`config.mk`:
```
export PLATFORM = sky130hd
export DESIGN_NAME = ssf_top
export DESIGN_NICKNAME = d
export VERILOG_FILES = /design/src/logic/ssf_pkg.sv /design/src/logic/ssf_store.sv /design/src/logic/ssf_top.sv
export VERILOG_INCLUDE_DIRS = /design/src /design/src/logic
export SDC_FILE = /design/constraint.sdc
export NUM_CORES = 1
export LEC_CHECK = 0
export BUFFER_PORTS_ARGS = -buffer_cell sky130_fd_sc_hd__buf_2
export CORE_MARGIN = 2
export CORE_UTILIZATION = 55
export CTS_BUF_LIST = sky130_fd_sc_hd__clkbuf_8
export DETAILED_ROUTE_END_ITERATION = 6
export PLACE_DENSITY = 0.78
export SYNTH_ARGS = -nofsm -noshare
export SYNTH_HDL_FRONTEND = slang
export SYNTH_SLANG_ARGS = --single-unit
```
`constraint.sdc`:
```
create_clock -name clk_sys_in -period 14.6 [get_ports clk_sys_in]
set_input_delay 2.92 -clock clk_sys_in [delete_from_list [all_inputs] [get_ports clk_sys_in]]
set_output_delay 2.92 -clock clk_sys_in [all_outputs]
set_load 0.05 [all_outputs]
```
`src/logic/ssf_cfg.svh`:
```
// Constants of the sensor sample buffer: register offsets, field positions, sizes.
// Assumes an internal register port (address, write strobe, read strobe) on one clock.
`ifndef SSF_CFG_SVH
`define SSF_CFG_SVH
`define SSF_DEPTH 32
`define SSF_PTR_W 5
`define SSF_LVL_W 6
`define SSF_ENTRY_W 40
`define SSF_ADDR_W 7
`define SSF_ADR_INT_CFG 7'h0b
`define SSF_ADR_CTRL2 7'h11
`define SSF_ADR_CTRL3 7'h12
`define SSF_ADR_BUF_CTRL 7'h14
`define SSF_ADR_BUF_STATE 7'h26
`define SSF_ADR_OUT_FIRST 7'h28
`define SSF_ADR_OUT_LAST 7'h2c
`define SSF_ADR_PRESS_MID 7'h29
`define SSF_ADR_PRESS_HIGH 7'h2a
`define SSF_ADR_TEMP_LOW 7'h2b
`define SSF_ADR_STEP 7'h01
`define SSF_LVL_TWO 6'h02
`define SSF_CTRL2_EN_BIT 6
`define SSF_CTRL2_STOP_BIT 5
`define SSF_CTRL3_OVR_BIT 3
`define SSF_CTRL3_WTM_BIT 4
`define SSF_CTRL2_RESET 8'h10
`define SSF_MODE_LSB 5
`define SSF_LVL_FULL 6'h20
`define SSF_LVL_ONE 6'h01
`define SSF_PTR_ONE 5'h01
`endif

```
`src/logic/ssf_pkg.sv`:
```
// Types of the sensor sample buffer.
// Assumes ssf_cfg.svh on the include path.
`include "ssf_cfg.svh"
package ssf_pkg;
    typedef enum logic [2:0] {
        SSF_BYPASS = 3'h0,
        SSF_FIFO = 3'h1,
        SSF_STREAM = 3'h2,
        SSF_STR_TO_FIFO = 3'h3,
        SSF_BYP_TO_STR = 3'h4,
        SSF_DYN_STREAM = 3'h6,
        SSF_BYP_TO_FIFO = 3'h7
    } ssf_mode_e;
    // Effective behaviour after trigger resolution, one-hot
    typedef enum logic [2:0] {
        SSF_EFF_CLEAR = 3'h1,
        SSF_EFF_FIFO = 3'h2,
        SSF_EFF_STREAM = 3'h4
    } ssf_eff_e;
    typedef logic [`SSF_ENTRY_W-1:0] ssf_entry_t;
endpackage : ssf_pkg

```
`src/logic/ssf_store.sv`:
```
// Entry storage of the sample buffer: flip-flop slots with one write port.
// Assumes write index and read index from the controller on the same clock.
`timescale 1ns/100ps
`default_nettype none
`include "ssf_cfg.svh"
module ssf_store (
    input wire logic clk_sys_in,
    input wire logic wr_in,
    input wire logic [`SSF_PTR_W-1:0] wr_idx_in,
    input wire ssf_pkg::ssf_entry_t wr_data_in,
    input wire logic [`SSF_PTR_W-1:0] rd_idx_in,
    output var ssf_pkg::ssf_entry_t rd_data_out
);
    import ssf_pkg::*;
    ssf_entry_t slot_reg [`SSF_DEPTH];
    genvar gi;
    generate
        for (gi = 0; gi < `SSF_DEPTH; gi++) begin : g_slot
            always_ff @(posedge clk_sys_in) begin
                if (wr_in && wr_idx_in == `SSF_PTR_W'(gi)) begin
                    slot_reg[gi] <= wr_data_in;
                end
            end
        end
    endgenerate
    assign rd_data_out = slot_reg[rd_idx_in];
endmodule : ssf_store
`default_nettype wire

```
`src/logic/ssf_top.sv`:
```
// Sensor sample buffer with its control, status and output registers.
// Assumes a byte register port from the serial interface (strobes last one cycle)
// and sample and trigger inputs from measurement and threshold logic, same clock.
`timescale 1ns/100ps
`default_nettype none
`include "ssf_cfg.svh"
module ssf_top (
    input wire logic clk_sys_in,
    input wire logic nrst_in,
    input wire logic [`SSF_ADDR_W-1:0] reg_addr_in,
    input wire logic reg_wr_in,
    input wire logic [7:0] reg_wdata_in,
    input wire logic reg_rd_in,
    output logic [7:0] reg_rdata_out,
    output logic [`SSF_ADDR_W-1:0] reg_next_addr_out,
    input wire logic sample_valid_in,
    input wire logic [23:0] sample_pressure_in,
    input wire logic [15:0] sample_temperature_in,
    input wire logic interrupt_active_flag_in,
    output logic data_ready_irq_pin_out,
    output logic [7:0] interrupt_generator_config_out
);
    import ssf_pkg::*;
    logic [7:0] control_two_reg;
    logic [7:0] control_three_reg;
    logic [7:0] buffer_control_reg;
    logic [`SSF_PTR_W-1:0] head_reg;
    logic [`SSF_LVL_W-1:0] fill_level_reg;
    logic kept_reg;
    logic overrun_flag_reg;
    ssf_entry_t out_reg;
    logic [7:0] rdata_reg;
    logic [`SSF_ADDR_W-1:0] next_addr_reg;
    logic irq_reg;
    logic [7:0] int_cfg_reg;

    ssf_mode_e mode;
    ssf_eff_e eff;
    wire buf_en = control_two_reg[`SSF_CTRL2_EN_BIT];
    wire stop_at_watermark = control_two_reg[`SSF_CTRL2_STOP_BIT];
    wire overrun_irq_enable = control_three_reg[`SSF_CTRL3_OVR_BIT];
    wire watermark_irq_enable = control_three_reg[`SSF_CTRL3_WTM_BIT];
    wire [4:0] watermark_level = buffer_control_reg[4:0];
    assign mode = ssf_mode_e'(buffer_control_reg[7:`SSF_MODE_LSB]);

    // Trigger modes resolve into one of three behaviours
    always_comb begin
        case (mode)
            SSF_FIFO: eff = SSF_EFF_FIFO;
            SSF_STREAM, SSF_DYN_STREAM: eff = SSF_EFF_STREAM;
            SSF_STR_TO_FIFO: eff = interrupt_active_flag_in ? SSF_EFF_FIFO
                                                            : SSF_EFF_STREAM;
            SSF_BYP_TO_STR: eff = interrupt_active_flag_in ? SSF_EFF_STREAM
                                                           : SSF_EFF_CLEAR;
            SSF_BYP_TO_FIFO: eff = interrupt_active_flag_in ? SSF_EFF_FIFO
                                                            : SSF_EFF_CLEAR;
            default: eff = SSF_EFF_CLEAR;
        endcase
    end
    wire active = buf_en && (eff != SSF_EFF_CLEAR);
    wire dyn = (mode == SSF_DYN_STREAM);

    // Depth limited by watermark when stop bit is set
    wire [`SSF_LVL_W-1:0] depth = stop_at_watermark ? ({1'b0, watermark_level} + `SSF_LVL_ONE)
                                                    : `SSF_LVL_FULL;
    wire full = (fill_level_reg >= depth);
    wire sample_in = sample_valid_in && active;
    wire store = sample_in && !(eff == SSF_EFF_FIFO && full);
    wire overwrite = store && (fill_level_reg == `SSF_LVL_FULL);

    // Every mode but dynamic stream keeps the last-read slot counted once a new sample lands
    wire reuse_kept = store && kept_reg && !dyn && (fill_level_reg == '0);
    wire [`SSF_PTR_W-1:0] head_eff = reuse_kept ? (head_reg - `SSF_PTR_ONE) : head_reg;
    wire [`SSF_PTR_W-1:0] wr_idx = head_eff + fill_level_reg[`SSF_PTR_W-1:0]
                                   + (reuse_kept ? `SSF_PTR_ONE : '0);

    wire is_out = reg_addr_in >= `SSF_ADR_OUT_FIRST && reg_addr_in <= `SSF_ADR_OUT_LAST;
    wire rd_first = reg_rd_in && reg_addr_in == `SSF_ADR_OUT_FIRST;
    wire rd_last = reg_rd_in && reg_addr_in == `SSF_ADR_OUT_LAST;
    wire pop = rd_last && fill_level_reg != '0 && active;
    wire mode_wr = reg_wr_in && reg_addr_in == `SSF_ADR_BUF_CTRL;
    wire clear = !buf_en || eff == SSF_EFF_CLEAR
                 || (mode_wr && reg_wdata_in[7:`SSF_MODE_LSB] == SSF_BYPASS);

    ssf_entry_t head_data;
    wire ssf_entry_t sample_word = {sample_pressure_in, sample_temperature_in};
    ssf_store u_store (
        .clk_sys_in(clk_sys_in),
        .wr_in(store),
        .wr_idx_in(wr_idx),
        .wr_data_in(sample_word),
        .rd_idx_in(head_reg),
        .rd_data_out(head_data)
    );

    // Level bookkeeping
    logic [`SSF_LVL_W-1:0] fill_level_next;
    logic [`SSF_PTR_W-1:0] head_next;
    always_comb begin
        fill_level_next = fill_level_reg;
        head_next = head_eff;
        if (store && !overwrite) begin
            fill_level_next = fill_level_next + (reuse_kept ? `SSF_LVL_TWO : `SSF_LVL_ONE);
        end
        if (overwrite) begin
            head_next = head_next + `SSF_PTR_ONE;
        end
        if (pop && !overwrite) begin
            fill_level_next = fill_level_next - `SSF_LVL_ONE;
            head_next = head_next + `SSF_PTR_ONE;
        end
    end

    wire watermark_reached_flag = watermark_level != '0
                                  && fill_level_reg >= {1'b0, watermark_level};
    wire [7:0] state_byte = {watermark_reached_flag, overrun_flag_reg, fill_level_reg};
    // Pressure bytes pass unchanged, so the two's complement scale is kept
    wire [7:0] out_byte = reg_addr_in == `SSF_ADR_OUT_FIRST ? out_reg[23:16] :
                          reg_addr_in == `SSF_ADR_PRESS_MID ? out_reg[31:24] :
                          reg_addr_in == `SSF_ADR_PRESS_HIGH ? out_reg[39:32] :
                          reg_addr_in == `SSF_ADR_TEMP_LOW ? out_reg[7:0] : out_reg[15:8];
    wire [7:0] rd_byte = reg_addr_in == `SSF_ADR_INT_CFG ? int_cfg_reg :
                         reg_addr_in == `SSF_ADR_CTRL2 ? control_two_reg :
                         reg_addr_in == `SSF_ADR_CTRL3 ? control_three_reg :
                         reg_addr_in == `SSF_ADR_BUF_CTRL ? buffer_control_reg :
                         reg_addr_in == `SSF_ADR_BUF_STATE ? state_byte :
                         is_out ? out_byte : 8'h00;
    wire [`SSF_ADDR_W-1:0] next_addr = rd_last ? `SSF_ADR_OUT_FIRST
                                               : reg_addr_in + `SSF_ADR_STEP;
    wire irq_next = (watermark_irq_enable && watermark_reached_flag)
                    || (overrun_irq_enable && overrun_flag_reg);

    always_ff @(posedge clk_sys_in) begin
        if (!nrst_in) begin
            control_two_reg <= `SSF_CTRL2_RESET;
            control_three_reg <= 8'h00;
            buffer_control_reg <= 8'h00;
            int_cfg_reg <= 8'h00;
        end else if (reg_wr_in) begin
            if (reg_addr_in == `SSF_ADR_CTRL2) control_two_reg <= reg_wdata_in;
            if (reg_addr_in == `SSF_ADR_CTRL3) control_three_reg <= reg_wdata_in;
            if (reg_addr_in == `SSF_ADR_BUF_CTRL) buffer_control_reg <= reg_wdata_in;
            if (reg_addr_in == `SSF_ADR_INT_CFG) int_cfg_reg <= reg_wdata_in;
        end
    end

    always_ff @(posedge clk_sys_in) begin
        if (!nrst_in || clear) begin
            head_reg <= '0;
            fill_level_reg <= '0;
            kept_reg <= 1'b0;
            overrun_flag_reg <= 1'b0;
        end else begin
            head_reg <= head_next;
            fill_level_reg <= fill_level_next;
            if (pop && fill_level_reg == `SSF_LVL_ONE && !store) kept_reg <= 1'b1;
            else if (store) kept_reg <= 1'b0;
            // Set wins; the flag is dropped when the buffer is read below full
            if (overwrite) overrun_flag_reg <= 1'b1;
            else if (pop) overrun_flag_reg <= 1'b0;
        end
    end

    always_ff @(posedge clk_sys_in) begin
        if (!nrst_in) begin
            out_reg <= '0;
            rdata_reg <= 8'h00;
            next_addr_reg <= `SSF_ADR_OUT_FIRST;
            irq_reg <= 1'b0;
        end else begin
            // Bypass: each sample lands straight in the output window
            if (!active && sample_valid_in) out_reg <= sample_word;
            else if (active && rd_first && fill_level_reg != '0) out_reg <= head_data;
            if (reg_rd_in) rdata_reg <= rd_first && active && fill_level_reg != '0
                                        ? head_data[23:16] : rd_byte;
            if (reg_rd_in) next_addr_reg <= next_addr;
            irq_reg <= irq_next;
        end
    end

    assign reg_rdata_out = rdata_reg;
    assign reg_next_addr_out = next_addr_reg;
    assign data_ready_irq_pin_out = irq_reg;
    assign interrupt_generator_config_out = int_cfg_reg;


    property p_fifo_stops;
        @(posedge clk_sys_in) disable iff (!nrst_in)
        eff == SSF_EFF_FIFO && full && !pop && !clear
        |=> fill_level_reg == $past(fill_level_reg);
    endproperty
    a_fifo_stops: assert property (p_fifo_stops) else $error("fifo level grew past depth");

    property p_level_max;
        @(posedge clk_sys_in) disable iff (!nrst_in)
        1'b1
        |-> fill_level_reg <= `SSF_LVL_FULL;
    endproperty
    a_level_max: assert property (p_level_max) else $error("level above full");

    property p_wtm;
        @(posedge clk_sys_in) disable iff (!nrst_in)
        reg_rd_in && reg_addr_in == `SSF_ADR_BUF_STATE && watermark_level == '0
        |=> !reg_rdata_out[7];
    endproperty
    a_wtm: assert property (p_wtm) else $error("watermark flag with zero level");

    property p_clear;
        @(posedge clk_sys_in) disable iff (!nrst_in)
        clear
        |=> fill_level_reg == '0 && !overrun_flag_reg;
    endproperty
    a_clear: assert property (p_clear) else $error("buffer not cleared");

    property p_wrap;
        @(posedge clk_sys_in) disable iff (!nrst_in)
        rd_last
        |=> reg_next_addr_out == `SSF_ADR_OUT_FIRST;
    endproperty
    a_wrap: assert property (p_wrap) else $error("read address did not wrap");

    property p_ovr;
        @(posedge clk_sys_in) disable iff (!nrst_in)
        overwrite && !clear
        |=> overrun_flag_reg;
    endproperty
    a_ovr: assert property (p_ovr) else $error("overrun lost");

    property p_jump;
        @(posedge clk_sys_in) disable iff (!nrst_in)
        reuse_kept && !clear && !pop
        |=> fill_level_reg == `SSF_LVL_TWO;
    endproperty
    a_jump: assert property (p_jump) else $error("stream level did not jump to two");

    property p_irq;
        @(posedge clk_sys_in) disable iff (!nrst_in)
        overrun_irq_enable && overrun_flag_reg ##1 overrun_irq_enable
        |-> data_ready_irq_pin_out;
    endproperty
    a_irq: assert property (p_irq) else $error("overrun interrupt missing");

    property p_disabled_empty;
        @(posedge clk_sys_in) disable iff (!nrst_in)
        !buf_en
        |=> fill_level_reg == '0;
    endproperty
    a_disabled_empty: assert property (p_disabled_empty) else $error("disabled buffer filled");

    property p_bypass_window;
        @(posedge clk_sys_in) disable iff (!nrst_in)
        !active && sample_valid_in
        |=> out_reg == $past(sample_word);
    endproperty
    a_bypass_window: assert property (p_bypass_window) else $error("bypass window stale");

    property p_pop_level;
        @(posedge clk_sys_in) disable iff (!nrst_in)
        pop && !store && !clear
        |=> fill_level_reg == $past(fill_level_reg) - `SSF_LVL_ONE;
    endproperty
    a_pop_level: assert property (p_pop_level) else $error("read did not remove entry");

    property p_stop_depth;
        @(posedge clk_sys_in) disable iff (!nrst_in)
        stop_at_watermark && eff == SSF_EFF_FIFO && sample_in && fill_level_reg == depth && !pop
        && !clear |=> fill_level_reg == $past(fill_level_reg);
    endproperty
    a_stop_depth: assert property (p_stop_depth) else $error("level grew past watermark");

    property p_stream_store;
        @(posedge clk_sys_in) disable iff (!nrst_in)
        eff == SSF_EFF_STREAM && sample_in && !reuse_kept && fill_level_reg < `SSF_LVL_FULL
        && !pop && !clear |=> fill_level_reg == $past(fill_level_reg) + `SSF_LVL_ONE;
    endproperty
    a_stream_store: assert property (p_stream_store) else $error("stream sample not stored");

    property p_stream_full;
        @(posedge clk_sys_in) disable iff (!nrst_in)
        eff == SSF_EFF_STREAM && sample_in && fill_level_reg == `SSF_LVL_FULL && !clear
        |=> fill_level_reg == `SSF_LVL_FULL;
    endproperty
    a_stream_full: assert property (p_stream_full) else $error("full stream level changed");

    property p_state_level;
        @(posedge clk_sys_in) disable iff (!nrst_in)
        reg_rd_in && reg_addr_in == `SSF_ADR_BUF_STATE
        |=> reg_rdata_out[5:0] == $past(fill_level_reg);
    endproperty
    a_state_level: assert property (p_state_level) else $error("status level wrong");

    property p_state_ovr;
        @(posedge clk_sys_in) disable iff (!nrst_in)
        reg_rd_in && reg_addr_in == `SSF_ADR_BUF_STATE
        |=> reg_rdata_out[6] == $past(overrun_flag_reg);
    endproperty
    a_state_ovr: assert property (p_state_ovr) else $error("status overrun wrong");

    property p_irq_wtm;
        @(posedge clk_sys_in) disable iff (!nrst_in)
        watermark_irq_enable && watermark_reached_flag
        |=> data_ready_irq_pin_out;
    endproperty
    a_irq_wtm: assert property (p_irq_wtm) else $error("watermark interrupt missing");

    property p_read_oldest;
        @(posedge clk_sys_in) disable iff (!nrst_in)
        rd_first && active && fill_level_reg != '0
        |=> reg_rdata_out == $past(head_data[23:16]);
    endproperty
    a_read_oldest: assert property (p_read_oldest) else $error("first byte not oldest");
endmodule : ssf_top
`default_nettype wire

```
==> key figures <==
Outcome
  – Run status: completed

Yosys
  – Yosys warnings: 0
  – Number of flops mapped to enable cells by yosys: 1280
  – Ranking of synthesized cells by area: edfxtp_1 70%, mux4_2 15%, dfxtp_1 3.7%, mux2i_1 1.8%, nand2_1 0.60%
  – Async SR Flop Fraction: 0%
  – Yosys top cell area share: 70.1%
  – Synth area leader: edfxtp_1
  – Post-synthesis sequential area ratio: between 70% and 80%
  – Synth cell types: 80
  – Netlist area before placement: 0.0548 sq mm
  – Synth Instances: between 2000 and 3000
  – Synth Area per Inst: 20.6 sq um
  – Syn Nets: 2749
  – FF+latch count, synth: 1381
  – Synth Flop Type: edfxtp_1

Pwr
  – Cell internal pwr: 5.84 mW
  – Combinational power share: 1.6%
  – Clock power share: 39.8%
  – Static leakage: 19.0 nW
  – Pwr dens: 122 mW/mm^2
  – Switching power: 1.56 mW
  – Switching fraction of total power: 21.1%
  – Seq pwr share: 58.6%
  – Worst VDD drop: 94.7 uV

Clocking
  – Cts bufs inserted: between 200 and 250
  – CTS tree: done
  – Post-CTS Setup Repair Bufs: 0
  – Clk slew on worst S/H paths: 0.06 ns
  – Htree depth: 4
  – Hold_buf cts: 0
  – Post-cts repair resize count: 0
  – Clock tree buffer depth: 3
  – Clk root buf: clkbuf_8
  – Worst skew pair latency: 0.88 ns
  – Clk sinks: between 1000 and 1500

Global route
  – GR Util All Layers: 25.4%
  – Initial antenna violation count: 4
  – Number of global-route vias before repair: 28800
  – Pin count of the biggest net entering global routing: roughly 130
  – GRT Residual Overflow: 0
  – Global-route wire length before repair: between 150 and 200 mm

Layout
  – Max reg flops: 1280
  – Commonest non-fill, non-tap cell in the layout: edfxtp_1
  – Area added between synthesis and finish: 10.9%
  – Layout cells sized above 1: about 28%
  – Fin nets: 2955
  – Most frequent cells in the layout: 1280 x edfxtp_1, 374 x mux4_2, 217 x clkbuf_8

Worst setup path
  – Critical-path cell list: buf_2 -> and2_1 -> o211ai_1 -> o311ai_4 -> nor3_2 -> a21oi_1 -> fa_1 -> a21o_1 -> a21oi_1 -> xnor2_1 -> xnor2_1 -> nand3_1 -> nor3_2 -> buf_4
  – Max incr delay on CP: 0.96 ns
  – CP arrival: about 8.0 ns
  – Buf/Inv on CP: 2
  – CP max-delay cell: nor3_2
  – Worst EP required: 15.07 ns
  – Startpoint Class: input port
  – Crit end category: register
  – Max FO, Critical Path: 30
  – Crit Path Class: in2reg
  – Delay-heaviest family, CP: simple AND/OR/NAND/NOR gates

STA
  – Final Setup Violations: 0
  – Worst setup margin: 7.12 ns
  – Final Cycle Share: slightly above 50%
  – Rel. slew slack: 24.5%
  – Minimum period implied by the final worst setup slack: between 7 and 8 ns
  – Hold Fails Final Rpt: 0
  – Clock Skew: 0.0521 ns
  – RSZ-0062 raised after global routing: no
  – Slew at the pin closest to its max-slew limit: ~1.1 ns
  – Final slew viol count: 0
  – Max Clk Rate: around 130 MHz
  – Setup TNS Final: 0 ns

Routing
  – Post-Route WL: 128 mm
  – Number of antenna-violating nets in the routed design: 0
  – Vias post-DR: about 28000
  – First-pass DRT Iterations: 7
  – DR iter-0 viols: 3796
  – WL per Instance: 29.7 microns
  – Vias per Instance: 6.49
  – Number of remaining DRC errors: 0

Die
  – DIE WIDTH: ~320 microns
  – Die Y: 320 microns
  – I/O Pins: 85
  – Die Footprint: ~0.10 sq mm
  – Core area: about 0.099 sq mm
  – Rows: 115
  – Initial Util: 55.6%

Run
  – Max-cap viol count: 0

Placement
  – Gpl congestion: between 0.8 and 0.9
  – Input/output buffers: 84
  – Post-DP HPWL: 72.6 mm
  – Pre-CTS WS: 6.34 ns

Hold path
  – Tightest Hold Check Type: reg2reg
[worst paths after layout]
kind	end	cells after the start	slack [ns]	from
worst min-delay path	reg_next_addr_out[5]	2	0.48	reg_next_addr_out[5]
worst max register to register	u_store.slot_reg[12][39]	17	7.78	buffer_control_reg[0]
worst min register to register	reg_next_addr_out[5]	2	0.48	reg_next_addr_out[5]
worst max-delay path	u_store.slot_reg[12][39]	14	7.12	interrupt_active_flag_in
[worst register-to-register path, stage by stage, from the launching register on]
cell,delay (ns)
dfxtp_1,0.47
ha_1,0.24
xor2_1,0.17
nand2_1,0.08
ha_1,0.28
or3_1,0.37
a21oi_1,0.40
o311ai_4,0.30
nor3_2,0.49
a21oi_1,0.25
fa_1,0.49
a21o_1,0.19
a21oi_1,0.18
xnor2_1,0.12
xnor2_1,0.26
nand3_1,0.50
nor3_2,0.96
buf_4,0.68
[power groups by stage]
stage	clock (mW)	combinational, mW	sequential (mW)
after detailed placement	0	0.119	4.42
after floorplan	0	0.0323	4.42
final	2.94	0.120	4.33
after CTS	2.99	0.119	4.33
after global routing	3.16	0.129	4.33
after global placement	0	0.111	4.42
[cell families after synthesis]
logic type / count (synthesis) / synth area share, %
adders and majority gates: 28 / 0.666
AOI/OAI and AO/OA: 262 / 3.34
buffers and inverters: 173 / 1.33
DFF: 1381 / 73.8
muxes: 480 / 17.3
and+or+nand+nor: 305 / 3.01
xor gates and xnor gates: 31 / 0.564
[layer usage]
layer / part of all wire [%] / wire length (microns) / track usage, % / up-vias
met4: 2.8 / 3530 / 8.49 / 0
met3: 10 / 13200 / 6.15 / 224
met1: 38 / 49200 / 34.9 / 14600
met5: 0 / 0 / 0 / -
li1: - / - / - / 11600
met2: 49 / 62400 / 40.4 / 1665
[cell type report]
| cell class | instances | area (sq um) |
|---|---|---|
| Antenna cell | 3 | 7.51 |
| Clock buffer | 217 | 2990 |
| Clock inverter | 160 | 896 |
| Fill cell | 6493 | 37700 |
| Inverter | 21 | 78.8 |
| Multi-Input combinational cell | 1106 | 13900 |
| Sequential cell | 1381 | 40500 |
| Tap cell | 1287 | 1610 |
| Timing Repair Buffer | 148 | 938 |
[synth_stat cells, types with 12 or more instances]
master,instances
buf_1,17
nor2b_1,31
nor2_1,37
o21ai_0,25
ha_1,26
a22oi_1,42
clkbuf_1,83
nor3_1,30
mux4_2,374
xnor2_1,17
mux2i_1,99
a21oi_1,44
a21boi_0,18
edfxtp_1,1280
xor2_1,12
o21ai_1,28
buf_2,47
dfxtp_1,101
nand3_1,47
inv_1,20
a22o_1,19
nand2_1,88
[through the flow]
| stage | area, sq um | std cells | utilization, % | total power [mW] | hold WS (ns) |
|---|---|---|---|---|---|
| floorplan | 54800 | 2660 | - | 4.45 | 0.441 |
| global placement | 57000 | 3943 | 57.8 | 4.53 | 0.456 |
| detailed placement | 57000 | 3943 | 57.8 | 4.54 | 0.465 |
| CTS | 60800 | 4320 | 61.7 | 7.44 | 0.481 |
| global route | 60800 | 4322 | 61.7 | 7.62 | 0.514 |
| finish | 60800 | 4323 | 61.7 | 7.39 | 0.478 |
Note: power is estimated with default switching activity, not from simulation.
